--- src/trs_regs.svh ---
`ifndef TRS_REGS_SVH
`define TRS_REGS_SVH
// Timing in ns, derived cycle counts at 10 ns per clock
`define TRS_CLK_NS 10
`define TRS_PD_MIN_NS 1000
`define TRS_PD_MIN_CYC ((`TRS_PD_MIN_NS + `TRS_CLK_NS - 1) / `TRS_CLK_NS)
`define TRS_PAR_CYC 5
`define TRS_BUSY_CYC 20
`define TRS_LTD_NS 4000
`define TRS_LTD_CYC (`TRS_LTD_NS / `TRS_CLK_NS)
`define TRS_SCAN_CYC 16
`define TRS_LOCK_CYC 32
`define TRS_FREQ_CYC 16
`define TRS_CNT_W 16
// Register offsets of the user controller
`define TRS_OFF_CTRL 32'h0000_0000
`define TRS_OFF_MODE 32'h0000_0004
`define TRS_OFF_STAT 32'h0000_0008
// Control bit positions
`define TRS_CTRL_PLLRC 0
`define TRS_CTRL_CHRC 1
`define TRS_CTRL_PD 2
`define TRS_CTRL_PCIE 3
`endif

--- src/trs_pkg.sv ---
package trs_pkg;
   typedef enum logic [1:0] {
      TRS_OP_IDLE,
      TRS_OP_PLL,
      TRS_OP_CHAN
   } trs_op_type;
   typedef logic [2:0] trs_mode_type;
endpackage : trs_pkg

--- src/trs_if.sv ---
`timescale 1ns/1ps
interface trs_if;
   logic tx_digital_reset;
   logic rx_analog_reset;
   logic rx_digital_reset;
   logic pll_areset;
   logic pll_cfg_update;
   logic block_powerdown;
   logic write_all;
   logic [2:0] reconfig_mode_sel;
   logic tx_force_idle;
   logic pll_reconfig_done;
   logic pll_locked;
   logic chan_reconfig_done;
   logic busy;
   logic rx_freq_locked;
   modport dev (
      input tx_digital_reset, rx_analog_reset, rx_digital_reset, pll_areset, pll_cfg_update,
      input block_powerdown, write_all, reconfig_mode_sel, tx_force_idle,
      output pll_reconfig_done, pll_locked, chan_reconfig_done, busy, rx_freq_locked
   );
   modport user (
      output tx_digital_reset, rx_analog_reset, rx_digital_reset, pll_areset, pll_cfg_update,
      output block_powerdown, write_all, reconfig_mode_sel, tx_force_idle,
      input pll_reconfig_done, pll_locked, chan_reconfig_done, busy, rx_freq_locked
   );
endinterface : trs_if

--- src/trs_user.sv ---
// Our own choices: the register addresses and register access over AHB-Lite.
`timescale 1ns/1ps
`include "trs_regs.svh"
// Overview of operation
// - Hold all three resets before PLL reconfig
// - Strobe config update after last scan bit
// - Transceiver flags PLL reconfiguration done
// - Pulse PLL reset after reconfiguration done
// - Transceiver raises lock after PLL locks
// - Release transmit reset after PLL lock
// - Wait five cycles after lock, release analog
// - After freq lock, wait LTD, release digital
// - Write mode, pulse write-all, assert resets
// - Write-all starts controller, busy shows it
// - Controller flags channel reconfiguration done
// - Transmit release between done and analog release
// - Five cycles after done before analog release
// - Freq lock, then LTD, then digital release
// - Power-down stops every channel and block
// - Power-down pulse lasts at least 1 us
// - No power-down during offset cancellation
// - Busy falling marks offset cancellation done
// - Busy pulses at power-up, then on access
// - Simulation busy lasts about 20 cycles
// - Power-down-only simulation holds it 1 us
// - PCIe simulation forces idle during sequence and power-down
module trs_user #(
   parameter int LTD_CYC = `TRS_LTD_CYC,
   parameter int PAR_CYC = `TRS_PAR_CYC,
   parameter int PD_CYC = `TRS_PD_MIN_CYC,
   parameter int SCAN_BITS = `TRS_SCAN_CYC
) (
   input wire logic mclk,
   input wire logic rstn,
   trs_if.user lnk,
   input wire logic hsel,
   input wire logic [31:0] haddr,
   input wire logic [1:0] htrans,
   input wire logic hwrite,
   input wire logic [2:0] hsize,
   input wire logic [31:0] hwdata,
   input wire logic hready,
   output logic [31:0] hrdata,
   output logic hreadyout,
   output logic hresp
);
   import trs_pkg::*;
   localparam int W = `TRS_CNT_W;
   typedef enum logic [3:0] {
      S_IDLE, S_SCAN, S_WDONE, S_ARST, S_WLOCK, S_WAIT5, S_WFREQ, S_WLTD, S_WA, S_WCDONE, S_PD
   } trs_st_type;
   trs_st_type st_r, st_nxt;
   trs_op_type op_r;
   logic [W-1:0] cnt_r;
   logic [3:0] ctrl_r;
   trs_mode_type mode_r;
   logic wr_ph_r;
   logic [31:0] addr_r;
   logic txr_r, rxa_r, rxd_r, area_r, upd_r, wa_r, pd_r, idle_r;
   logic seen_busy_r;
   // ==========================================
   // AHB-Lite slave: zero wait states, always OKAY
   wire take = hsel && hready && htrans[1];
   wire wr_ctrl = wr_ph_r && addr_r == `TRS_OFF_CTRL;
   wire wr_mode = wr_ph_r && addr_r == `TRS_OFF_MODE;
   wire busy_seq = st_r != S_IDLE;
   wire [31:0] stat_w = {24'h0, 1'b0, lnk.busy, lnk.rx_freq_locked, lnk.pll_locked,
      lnk.chan_reconfig_done, lnk.pll_reconfig_done, seen_busy_r, busy_seq};
   wire [31:0] rd_w = (haddr == `TRS_OFF_CTRL) ? {28'h0, ctrl_r} :
      (haddr == `TRS_OFF_MODE) ? {29'h0, mode_r} :
      (haddr == `TRS_OFF_STAT) ? stat_w : 32'h0;
   assign hreadyout = 1'b1;
   assign hresp = 1'b0;
   always_ff @(posedge mclk or negedge rstn) begin
      if (!rstn) begin
         wr_ph_r <= 1'b0;
         addr_r <= 32'h0;
         hrdata <= 32'h0;
      end else begin
         wr_ph_r <= take && hwrite;
         addr_r <= haddr;
         if (take && !hwrite) hrdata <= rd_w;
      end
   end
   // ==========================================
   // Sequencer
   wire cnt_hit = cnt_r == W'(0);
   wire go_pll = wr_ctrl && hwdata[`TRS_CTRL_PLLRC] && st_r == S_IDLE && seen_busy_r;
   wire go_chan = wr_ctrl && hwdata[`TRS_CTRL_CHRC] && st_r == S_IDLE && seen_busy_r;
   // Power-down is taken only once offset cancellation has ended
   wire go_pd = wr_ctrl && hwdata[`TRS_CTRL_PD] && st_r == S_IDLE && seen_busy_r && !lnk.busy;
   always_comb begin
      st_nxt = st_r;
      case (st_r)
         S_IDLE: begin
            // After offset cancel the receiver still waits for lock and lock-to-data
            if (!seen_busy_r && !lnk.busy) st_nxt = S_WLOCK;
            else if (go_pd) st_nxt = S_PD;
            else if (go_pll) st_nxt = S_SCAN;
            else if (go_chan) st_nxt = S_WA;
         end
         S_SCAN: if (cnt_hit) st_nxt = S_WDONE;
         S_WDONE: if (lnk.pll_reconfig_done) st_nxt = S_ARST;
         S_ARST: if (cnt_hit) st_nxt = S_WLOCK;
         S_WLOCK: if (lnk.pll_locked) st_nxt = S_WAIT5;
         S_WA: st_nxt = S_WCDONE;
         S_WCDONE: if (lnk.chan_reconfig_done && !lnk.busy) st_nxt = S_WAIT5;
         S_WAIT5: if (cnt_hit) st_nxt = S_WFREQ;
         S_WFREQ: if (lnk.rx_freq_locked) st_nxt = S_WLTD;
         S_WLTD: if (cnt_hit) st_nxt = S_IDLE;
         S_PD: if (cnt_hit) st_nxt = S_IDLE;
         default: st_nxt = S_IDLE;
      endcase
   end
   // Count loaded on each state entry, counts down to zero
   wire entering = st_nxt != st_r;
   wire [W-1:0] load_w = (st_nxt == S_SCAN) ? W'(SCAN_BITS - 1) :
      (st_nxt == S_ARST) ? W'(PD_CYC - 1) :
      (st_nxt == S_WAIT5) ? W'(PAR_CYC - 1) :
      (st_nxt == S_WLTD) ? W'(LTD_CYC - 1) :
      (st_nxt == S_PD) ? W'(PD_CYC - 1) : W'(0);
   always_ff @(posedge mclk or negedge rstn) begin
      if (!rstn) begin
         st_r <= S_IDLE;
         cnt_r <= '0;
         op_r <= TRS_OP_IDLE;
         ctrl_r <= 4'h0;
         mode_r <= 3'h0;
         seen_busy_r <= 1'b0;
      end else begin
         st_r <= st_nxt;
         cnt_r <= entering ? load_w : (cnt_hit ? cnt_r : cnt_r - W'(1));
         if (go_pll && !go_pd) op_r <= TRS_OP_PLL;
         else if (go_chan && !go_pd) op_r <= TRS_OP_CHAN;
         if (wr_ctrl) ctrl_r <= hwdata[3:0];
         if (wr_mode) mode_r <= hwdata[2:0];
         // Offset cancellation ends on the first busy fall
         if (!lnk.busy) seen_busy_r <= 1'b1;
      end
   end
   // ==========================================
   // Reset and strobe outputs, registered
   wire in_seq = st_r != S_IDLE && st_r != S_PD;
   wire txr_nxt = !seen_busy_r || (st_nxt inside {S_SCAN, S_WDONE, S_ARST, S_WLOCK, S_WA, S_WCDONE});
   wire rxa_nxt = !seen_busy_r || (st_nxt != S_IDLE && st_nxt != S_WFREQ && st_nxt != S_WLTD
      && st_nxt != S_PD);
   wire rxd_nxt = !seen_busy_r || (st_nxt != S_IDLE && st_nxt != S_PD);
   always_ff @(posedge mclk or negedge rstn) begin
      if (!rstn) begin
         txr_r <= 1'b1;
         rxa_r <= 1'b1;
         rxd_r <= 1'b1;
         area_r <= 1'b0;
         upd_r <= 1'b0;
         wa_r <= 1'b0;
         pd_r <= 1'b0;
         idle_r <= 1'b0;
      end else begin
         txr_r <= txr_nxt;
         rxa_r <= rxa_nxt;
         rxd_r <= rxd_nxt;
         upd_r <= st_r == S_SCAN && cnt_hit;
         area_r <= st_nxt == S_ARST;
         wa_r <= st_nxt == S_WA;
         pd_r <= st_nxt == S_PD;
         // PCIe: force idle while a sequence or power-down runs
         idle_r <= ctrl_r[`TRS_CTRL_PCIE] && (in_seq || st_r == S_PD);
      end
   end
   assign lnk.tx_digital_reset = txr_r;
   assign lnk.rx_analog_reset = rxa_r;
   assign lnk.rx_digital_reset = rxd_r;
   assign lnk.pll_areset = area_r;
   assign lnk.pll_cfg_update = upd_r;
   assign lnk.write_all = wa_r;
   assign lnk.block_powerdown = pd_r;
   assign lnk.reconfig_mode_sel = mode_r;
   assign lnk.tx_force_idle = idle_r;
endmodule : trs_user

--- src/flat_wrapper.sv ---
// flat-port wrapper written by rule: the top's interface ports become plain ports
module trs_user_flat import trs_pkg::*;
#(
   parameter int LTD_CYC = `TRS_LTD_CYC,
   parameter int PAR_CYC = `TRS_PAR_CYC,
   parameter int PD_CYC = `TRS_PD_MIN_CYC,
   parameter int SCAN_BITS = `TRS_SCAN_CYC
)
  (mclk, rstn, hsel, haddr, htrans, hwrite, hsize, hwdata, hready, hrdata, hreadyout, hresp, lnk_tx_digital_reset, lnk_rx_analog_reset, lnk_rx_digital_reset, lnk_pll_areset, lnk_pll_cfg_update, lnk_block_powerdown, lnk_write_all, lnk_reconfig_mode_sel, lnk_tx_force_idle, lnk_pll_reconfig_done, lnk_pll_locked, lnk_chan_reconfig_done, lnk_busy, lnk_rx_freq_locked);
  trs_if lnk_i ();
  input wire logic mclk;
  input wire logic rstn;
  input wire logic hsel;
  input wire logic [31:0] haddr;
  input wire logic [1:0] htrans;
  input wire logic hwrite;
  input wire logic [2:0] hsize;
  input wire logic [31:0] hwdata;
  input wire logic hready;
  output logic [31:0] hrdata;
  output logic hreadyout;
  output logic hresp;
  output wire logic [$bits(lnk_i.tx_digital_reset)-1:0] lnk_tx_digital_reset;
  output wire logic [$bits(lnk_i.rx_analog_reset)-1:0] lnk_rx_analog_reset;
  output wire logic [$bits(lnk_i.rx_digital_reset)-1:0] lnk_rx_digital_reset;
  output wire logic [$bits(lnk_i.pll_areset)-1:0] lnk_pll_areset;
  output wire logic [$bits(lnk_i.pll_cfg_update)-1:0] lnk_pll_cfg_update;
  output wire logic [$bits(lnk_i.block_powerdown)-1:0] lnk_block_powerdown;
  output wire logic [$bits(lnk_i.write_all)-1:0] lnk_write_all;
  output wire logic [$bits(lnk_i.reconfig_mode_sel)-1:0] lnk_reconfig_mode_sel;
  output wire logic [$bits(lnk_i.tx_force_idle)-1:0] lnk_tx_force_idle;
  input wire logic [$bits(lnk_i.pll_reconfig_done)-1:0] lnk_pll_reconfig_done;
  input wire logic [$bits(lnk_i.pll_locked)-1:0] lnk_pll_locked;
  input wire logic [$bits(lnk_i.chan_reconfig_done)-1:0] lnk_chan_reconfig_done;
  input wire logic [$bits(lnk_i.busy)-1:0] lnk_busy;
  input wire logic [$bits(lnk_i.rx_freq_locked)-1:0] lnk_rx_freq_locked;
  assign lnk_tx_digital_reset = lnk_i.tx_digital_reset;
  assign lnk_rx_analog_reset = lnk_i.rx_analog_reset;
  assign lnk_rx_digital_reset = lnk_i.rx_digital_reset;
  assign lnk_pll_areset = lnk_i.pll_areset;
  assign lnk_pll_cfg_update = lnk_i.pll_cfg_update;
  assign lnk_block_powerdown = lnk_i.block_powerdown;
  assign lnk_write_all = lnk_i.write_all;
  assign lnk_reconfig_mode_sel = lnk_i.reconfig_mode_sel;
  assign lnk_tx_force_idle = lnk_i.tx_force_idle;
  assign lnk_i.pll_reconfig_done = lnk_pll_reconfig_done;
  assign lnk_i.pll_locked = lnk_pll_locked;
  assign lnk_i.chan_reconfig_done = lnk_chan_reconfig_done;
  assign lnk_i.busy = lnk_busy;
  assign lnk_i.rx_freq_locked = lnk_rx_freq_locked;
  trs_user #(.LTD_CYC(LTD_CYC), .PAR_CYC(PAR_CYC), .PD_CYC(PD_CYC), .SCAN_BITS(SCAN_BITS)) u_core (.mclk(mclk), .rstn(rstn), .lnk(lnk_i), .hsel(hsel), .haddr(haddr), .htrans(htrans), .hwrite(hwrite), .hsize(hsize), .hwdata(hwdata), .hready(hready), .hrdata(hrdata), .hreadyout(hreadyout), .hresp(hresp));
endmodule
--- config.mk ---
export PLATFORM = sky130hd
export DESIGN_NAME = trs_user_flat
export DESIGN_NICKNAME = d
export VERILOG_FILES = /design/src/trs_pkg.sv /design/src/trs_if.sv /design/src/trs_user.sv /design/src/flat_wrapper.sv
export VERILOG_INCLUDE_DIRS = /design/src
export SDC_FILE = /design/constraint.sdc
export NUM_CORES = 1
export LEC_CHECK = 0
export ABC_AREA = 0
export BUFFER_PORTS_ARGS = -buffer_cell sky130_fd_sc_hd__buf_2
export CORE_MARGIN = 10
export CORE_UTILIZATION = 35
export CTS_CLUSTER_SIZE = 25
export DETAILED_ROUTE_END_ITERATION = 8
export GPL_TIMING_DRIVEN = 0
export SYNTH_ARGS = -nofsm -noshare
export SYNTH_HDL_FRONTEND = slang
export SYNTH_SLANG_ARGS = --single-unit
--- constraint.sdc ---
create_clock -name mclk -period 2.3 [get_ports mclk]
set_input_delay 0.345 -clock mclk [delete_from_list [all_inputs] [get_ports mclk]]
set_output_delay 0.345 -clock mclk [all_outputs]
set_load 0.01 [all_outputs]
==> results of run 1 <==
## cells in the final DEF, fill, tap and decap left out, types with 2 or more instances in the layout
cell,Yosys,layout
nand2_1,16,15
mux2i_1,5,5
dfrtp_1,73,73
conb_1,2,27
inv_6,0,4
nand3_1,3,3
o21ai_1,2,4
nor2_1,31,31
nand4_1,5,5
o21ai_0,15,12
or3_1,4,4
nor3_1,9,8
a32o_1,3,3
buf_6,3,5
a31oi_1,2,2
xnor2_1,11,11
nor2b_1,3,3
a211oi_1,3,3
nor4_1,22,21
clkbuf_1,5,5
buf_2,2,66
o21a_1,2,2
nand4b_1,2,2
nor4b_1,2,2
inv_8,0,2
inv_1,10,9
nand2b_1,6,6
xor2_1,2,2
clkbuf_8,0,9
a21oi_1,11,10
dfstp_2,3,3
mux2_2,10,9
buf_4,27,43
## logic make-up (layout without fill, tap and decap cells)
group | Yosys count | after routing
XOR/XNOR | 13 | 13
AO/OA/AOI/OAI | 53 | 53
flip-flops | 76 | 76
adder cells (fa/ha/maj) | 1 | 1
multiplexers | 15 | 15
other | 2 | 27
AND/OR/NAND/NOR | 115 | 115
buffers and inverters | 47 | 147
## layer usage
layer  part of all wire  vias to the layer above
li1                   -                     1342
met1               0.44                     1260
met2               0.50                       58
met3              0.040                       14
met4              0.020                        0
met5                  0                        -
## registers in the layout (all words and copies together), names as in the netlist
signal,cells
u_core.addr_r,32
u_core.cnt_r,16
u_core.ctrl_r,4
u_core.hrdata,7
u_core.lnk.block_powerdown,1
u_core.lnk.pll_areset,1
u_core.lnk.pll_cfg_update,1
u_core.lnk.reconfig_mode_sel,3
u_core.lnk.rx_analog_reset,1
u_core.lnk.rx_digital_reset,1
u_core.lnk.tx_digital_reset,1
u_core.lnk.tx_force_idle,1
u_core.lnk.write_all,1
u_core.seen_busy_r,1
u_core.st_r,4
u_core.wr_ph_r,1
## cell type report
class,instances,area [sq um],area share
Buffer,37,265,0.0583
Sequential cell,76,1910,0.419
Inverter,10,37.5,0.00825
Clock inverter,7,73.8,0.0162
Multi-Input combinational cell,224,1480,0.324
Timing Repair Buffer,84,500,0.110
Clock buffer,9,124,0.0272
Tap cell,133,166,0.0366
## metrics by stage
| step | util | hold slack, ps | cells |
|---|---|---|---|
| 6_report | 0.465 | 102 | 580 |
| 5_1_grt | 0.465 | 80.2 | 580 |
| 4_1_cts | 0.458 | 85.9 | 575 |
| 3_5_place_dp | 0.423 | 150 | 545 |
| 3_3_place_gp | 0.420 | 469 | 544 |
| 2_1_floorplan | - | 49.4 | 347 |
## worst paths after layout
path | cells past startpoint | endpoint | slack [ps]
max in group asynchronous | 3 | u_core.lnk.tx_digital_reset | 1380
setup reg to reg | 8 | u_core.cnt_r[8] | -180
setup / recovery | 8 | u_core.cnt_r[8] | -180
hold / removal | 1 | u_core.addr_r[13] | 100
hold reg to reg | 2 | u_core.hrdata[2] | 490
min in group asynchronous | 2 | u_core.addr_r[29] | 350
## repair_timing
item | in CTS | in global routing
setup buffers | 13 | 5
endpoints found under the hold margin | 2 | 0
pin swaps | 6 | 5
hold buffers | 1 | 0
endpoints found under the setup margin | 21 | 23
gates cloned | 1 | 0
resized for setup | 7 | 12
## power by group through the flow
stage	Sequential [W]	Combinational [W]	Clock (W)
after global routing	0.00172	0.00128	0.00110
after detailed placement	0.00171	0.000976	0
after CTS	0.00169	0.00105	0.00104
final	0.00169	0.00114	0.00102
after floorplan	0.00169	0.000721	0
after global placement	0.00170	0.000951	0
==> summary.txt, run 1 <==
Critical Path AT -> 2730 ps
Psw -> 0.00134 W
Global-route wire length before repair -> 14,200 microns
Layout fillers -> 974
Minimum clock period -> 2480 ps
Endpoint type of the worst setup path -> register
Buf/Inv on CP -> 2
Unrepaired setup endpoints after global routing -> true
Met3 Usage GRT -> 0.0284
Library cells used by synthesis -> 58
Hold path startpoint -> haddr[13]
Pins Over Slew Limit -> 0
Post-Syn Area -> 3520 sq um
Most frequent cell after synthesis -> dfrtp_1
Most frequent cells after synthesis -> dfrtp_1, nor2_1, buf_4, nor4_1, nand2_1
Crit Path Max Fanout -> 10
Post-synthesis simple-gate area fraction -> 0.178
Pwr Density -> 846 nW/um^2
Wire per inst -> 15.1 microns
Gr ovfl total -> 0
CP required -> 2560 ps
Async set or reset register ratio after synthesis -> 1.00
Slowest CP cell -> or4_4
Min-delay worst type -> input port to register
Share of post-route cells with drive strength above 1 -> 0.371
Most used cell, CP -> buf_6
Critical path origin -> u_core.cnt_r[5]
Post-Synth Adder-Cell Area -> 0.00356
Vias in the first global route -> 2,845
Drt pass-1 iters -> 4
Setup TNS -> -2090 ps
Failing checks -> setup timing
Clock power share -> 0.264
Post-synth EDFFs -> 0
Sw Share -> 0.348
Post-DP Area -> 4130 sq um
Largest net degree at the start of global routing -> 75
Post-route cell area -> 4550 sq um
Starting DRC count in detailed routing -> 69
FMAX -> 0.404 GHz
Die Wd -> 120 microns
Design Power -> 0.00385 W
Clk Latency, worst-skew pair -> 360 ps
Seq/Total Area, Yosys -> 0.542
Complex-gate fraction of the synthesized area -> 0.110
Fin nets -> 522
Clk_skew -> 15.4 ps
Buffers on Ports -> 64
Share of the synthesized area in the top cell type -> 0.519
CTS buffer count -> 9
Final worst path period share -> 1.08
Final setup viols -> 21
Sequential Power Share -> 0.439
Core area -> 9770 sq um
CP startpoint kind -> register
Status -> finished, violations left
N_diodes -> 0
CTS tree -> yes
Logic pwr share -> 0.296
Total wire length -> 8750 microns
Met2 usage -> 0.204
Post-Synth XOR/XNOR Area -> 0.0324
Worst r2r src -> u_core.cnt_r[5]
Crit-path cells -> or4_4 -> and4b_2 -> a211oi_1 -> a2bb2oi_1 -> a211o_1 -> buf_6 -> buf_6 -> o21a_1
H-tree depth -> 3
HPWL Detailed -> 6490 microns
Post-route worst setup slack -> -176 ps
# Max-Cap Violations -> 0
DR vias -> 2,674
Kind of critical path -> register to register
Ports -> 124
Leakage -> 2.17 nW
Clock Sinks -> 76
Clock Tree Buf Depth -> 2
Post-route ant nets -> 0
Largest cells by area after synthesis -> dfrtp_1, buf_4, nor4_1
Total GRT Usage -> 0.123
P_int -> 0.00251 W
Post-route DRC -> 0
Busiest grt layer -> met2
Mux share of post-synthesis cell area -> 0.0462
Die area -> 14,500 sq um
Number of antenna violations at the first check in global routing -> 0
Synthesized area per cell -> 10.9 sq um
Initial Util -> 0.360
Ys Warns -> 0
Synthesized instance count -> 322
Final weighted congestion in routability-driven placement -> 0.867
Final hold viol count -> 0
CP delay by family, top -> simple AND/OR/NAND/NOR gates
Place WS -> -393 ps
M1 GR Usage -> 0.150
Largest stage delay, worst path -> 540 ps
Post-synthesis register bit count -> 76
Peak VDD IR -> 0.000346 V
Clock transition at path regs -> 100 ps
Row cnt -> 36
Main combinational cell family by area after synthesis -> simple AND/OR/NAND/NOR gates
Clock Tree Root -> clkbuf_8
Vias per cell -> 4.61
Top_reg_cell synth -> dfrtp_1
Synth area leader -> dfrtp_1
Synth-to-layout area growth -> 29.3%
Die H -> 120 microns
Note: power is estimated with default switching activity, not from simulation.
==> run 2: changes to the inputs <==
--- a/config.mk
+++ b/config.mk
@@ -13,6 +13,7 @@
 export CTS_CLUSTER_SIZE = 25
 export DETAILED_ROUTE_END_ITERATION = 8
 export GPL_TIMING_DRIVEN = 0
+export SKIP_CTS_REPAIR_TIMING = 1
 export SYNTH_ARGS = -nofsm -noshare
 export SYNTH_HDL_FRONTEND = slang
 export SYNTH_SLANG_ARGS = --single-unit
==> run 2 against run 1 <==
Against the previous run: the run still ends with setup timing left; non-clock buffer count increased by 1; critical path depth unchanged; maximum frequency is 0.24% lower; setup slack worse by 5.9 ps; via count is 0.41% higher; cell count rose by 0.17%; first-iteration DRC count up 29%; worst hold slack about the same; critical path type unchanged; largest cell class unchanged; highest routed layer unchanged.
==> summary.txt, run 2 (same netlist as run 1, synthesis figures left out) <==
Drt pass-1 iters -> 5
Layout fillers -> 979
Vias in the first global route -> 2,749
CP startpoint kind -> register
Buf/Inv on CP -> 2
Met2 usage -> 0.192
CP delay by family, top -> simple AND/OR/NAND/NOR gates
# Max-Cap Violations -> 0
Post-route DRC -> 0
Total wire length -> 8720 microns
Final hold viol count -> 0
Critical Path AT -> 2740 ps
Total GRT Usage -> 0.119
Largest net degree at the start of global routing -> 75
Gr ovfl total -> 0
Worst r2r src -> u_core.cnt_r[4]
HPWL Detailed -> 6490 microns
N_diodes -> 0
Final setup viols -> 20
Largest registers -> u_core.addr_r x32, u_core.cnt_r x16, u_core.hrdata x7
Largest Register -> u_core.addr_r
H-tree depth -> 3
CP Capture Point -> u_core.cnt_r[8]
Peak VDD IR -> 0.000341 V
Buffers on Ports -> 64
Post-DP Area -> 4130 sq um
CTS tree -> yes
Number of antenna violations at the first check in global routing -> 0
Pwr Density -> 837 nW/um^2
DR vias -> 2,685
Status -> finished, violations left
Core area -> 9770 sq um
FF-to-FF End -> u_core.cnt_r[8]
Vias per cell -> 4.62
Post-route cell area -> 4560 sq um
Crit-path cells -> or4_4 -> and4b_2 -> a211oi_2 -> a2bb2oi_1 -> a211o_1 -> buf_6 -> buf_6 -> o21a_1
CTS buffer count -> 9
Clock Tree Root -> clkbuf_8
Leakage -> 2.17 nW
Unrepaired setup endpoints after global routing -> true
Most common cell after layout, fill and taps aside -> dfrtp_1
Largest register FFs -> 32
Most used cell, CP -> buf_6
Fin nets -> 523
Starting DRC count in detailed routing -> 89
R2R Setup Slk -> -180 ps
Minimum clock period -> 2480 ps
Clock Tree Buf Depth -> 2
Crit. path cell count -> 8
CP required -> 2560 ps
Synth-to-layout area growth -> 29.7%
Global-route wire length before repair -> 13,800 microns
Post-route worst setup slack -> -182 ps
M1 GR Usage -> 0.147
Logic pwr share -> 0.292
Final weighted congestion in routability-driven placement -> 0.867
Clk_skew -> 12.9 ps
Post-route ant nets -> 0
Fin util -> 0.467
Wire per inst -> 15.0 microns
FMAX -> 0.403 GHz
Psw -> 0.00133 W
Kind of critical path -> register to register
Die area -> 14,500 sq um
Clock transition at path regs -> 90 ps
Tightest Pin Transition -> 529 ps
Sw Share -> 0.347
P_int -> 0.00249 W
Failing checks -> setup timing
Max-Slew Margin vs Limit -> 0.647
Clock Sinks -> 76
Met3 Usage GRT -> 0.0284
Crit Path Max Fanout -> 10
Ports -> 124
Share of post-route cells with drive strength above 1 -> 0.377
Reg2Reg Depth -> 8
Clk Latency, worst-skew pair -> 360 ps
Largest stage delay, worst path -> 530 ps
Final worst path period share -> 1.08
Die Wd -> 120 microns
Min-delay worst type -> input port to register
Commonest cells after routing, fill and taps aside -> dfrtp_1, buf_2, buf_4, nor2_1, conb_1
Initial Util -> 0.360
Critical path origin -> u_core.cnt_r[4]
Die H -> 120 microns
Place WS -> -393 ps
Row cnt -> 36
Pins Over Slew Limit -> 0
Endpoint type of the worst setup path -> register
Clock power share -> 0.265
Final non-filler cell total -> 581
Slowest CP cell -> or4_4
Busiest grt layer -> met2
Sequential Power Share -> 0.442
Placed cells -> 545
## run 2: worst min path at each step
stage,start,end,slack (ps),cells after the start
6_report,haddr[13],u_core.addr_r[13],100,1
5_1_grt,haddr[12],u_core.addr_r[12],80,1
4_1_cts,rstn,u_core.addr_r[29],-230,1
3_5_place_dp,rstn,u_core.addr_r[29],150,1
3_3_place_gp,haddr[7],u_core.addr_r[7],470,1
2_1_floorplan,rstn,u_core.addr_r[0],50,0
## run 2: final cells by class
type	instances	area, sq um	area share
clock buffers	9	124	0.0272
multi-input cells	224	1480	0.325
plain buffers	37	269	0.0590
well taps	133	166	0.0365
repair buffers	85	504	0.111
flip-flops and latches	76	1910	0.418
clock inverters	7	73.8	0.0162
inverters	10	37.5	0.00823
## run 2: power groups by stage
stage | registers (W) | clock network (W) | logic (W)
2_1_floorplan | 0.00169 | 0 | 0.000721
3_3_place_gp | 0.00170 | 0 | 0.000951
3_5_place_dp | 0.00171 | 0 | 0.000976
4_1_cts | 0.00169 | 0.00104 | 0.000984
5_1_grt | 0.00172 | 0.00110 | 0.00125
6_report | 0.00169 | 0.00101 | 0.00112
## run 2: per-stage QoR
step / setup TNS, ps / power (W) / hold slack [ps]
CTS: -4230 / 0.00371 / -232
detailed placement: -4260 / 0.00269 / 150
floorplan: 0 / 0.00241 / 49.4
global route: -3600 / 0.00406 / 80.2
global placement: -3490 / 0.00265 / 469
finish: -2070 / 0.00382 / 102
## run 2: routing by layer
metal  share of wire  vias up
met3           0.046       13
met2            0.50       60
li1                -     1346
met1            0.44     1266
met4           0.017        0
met5               0        -
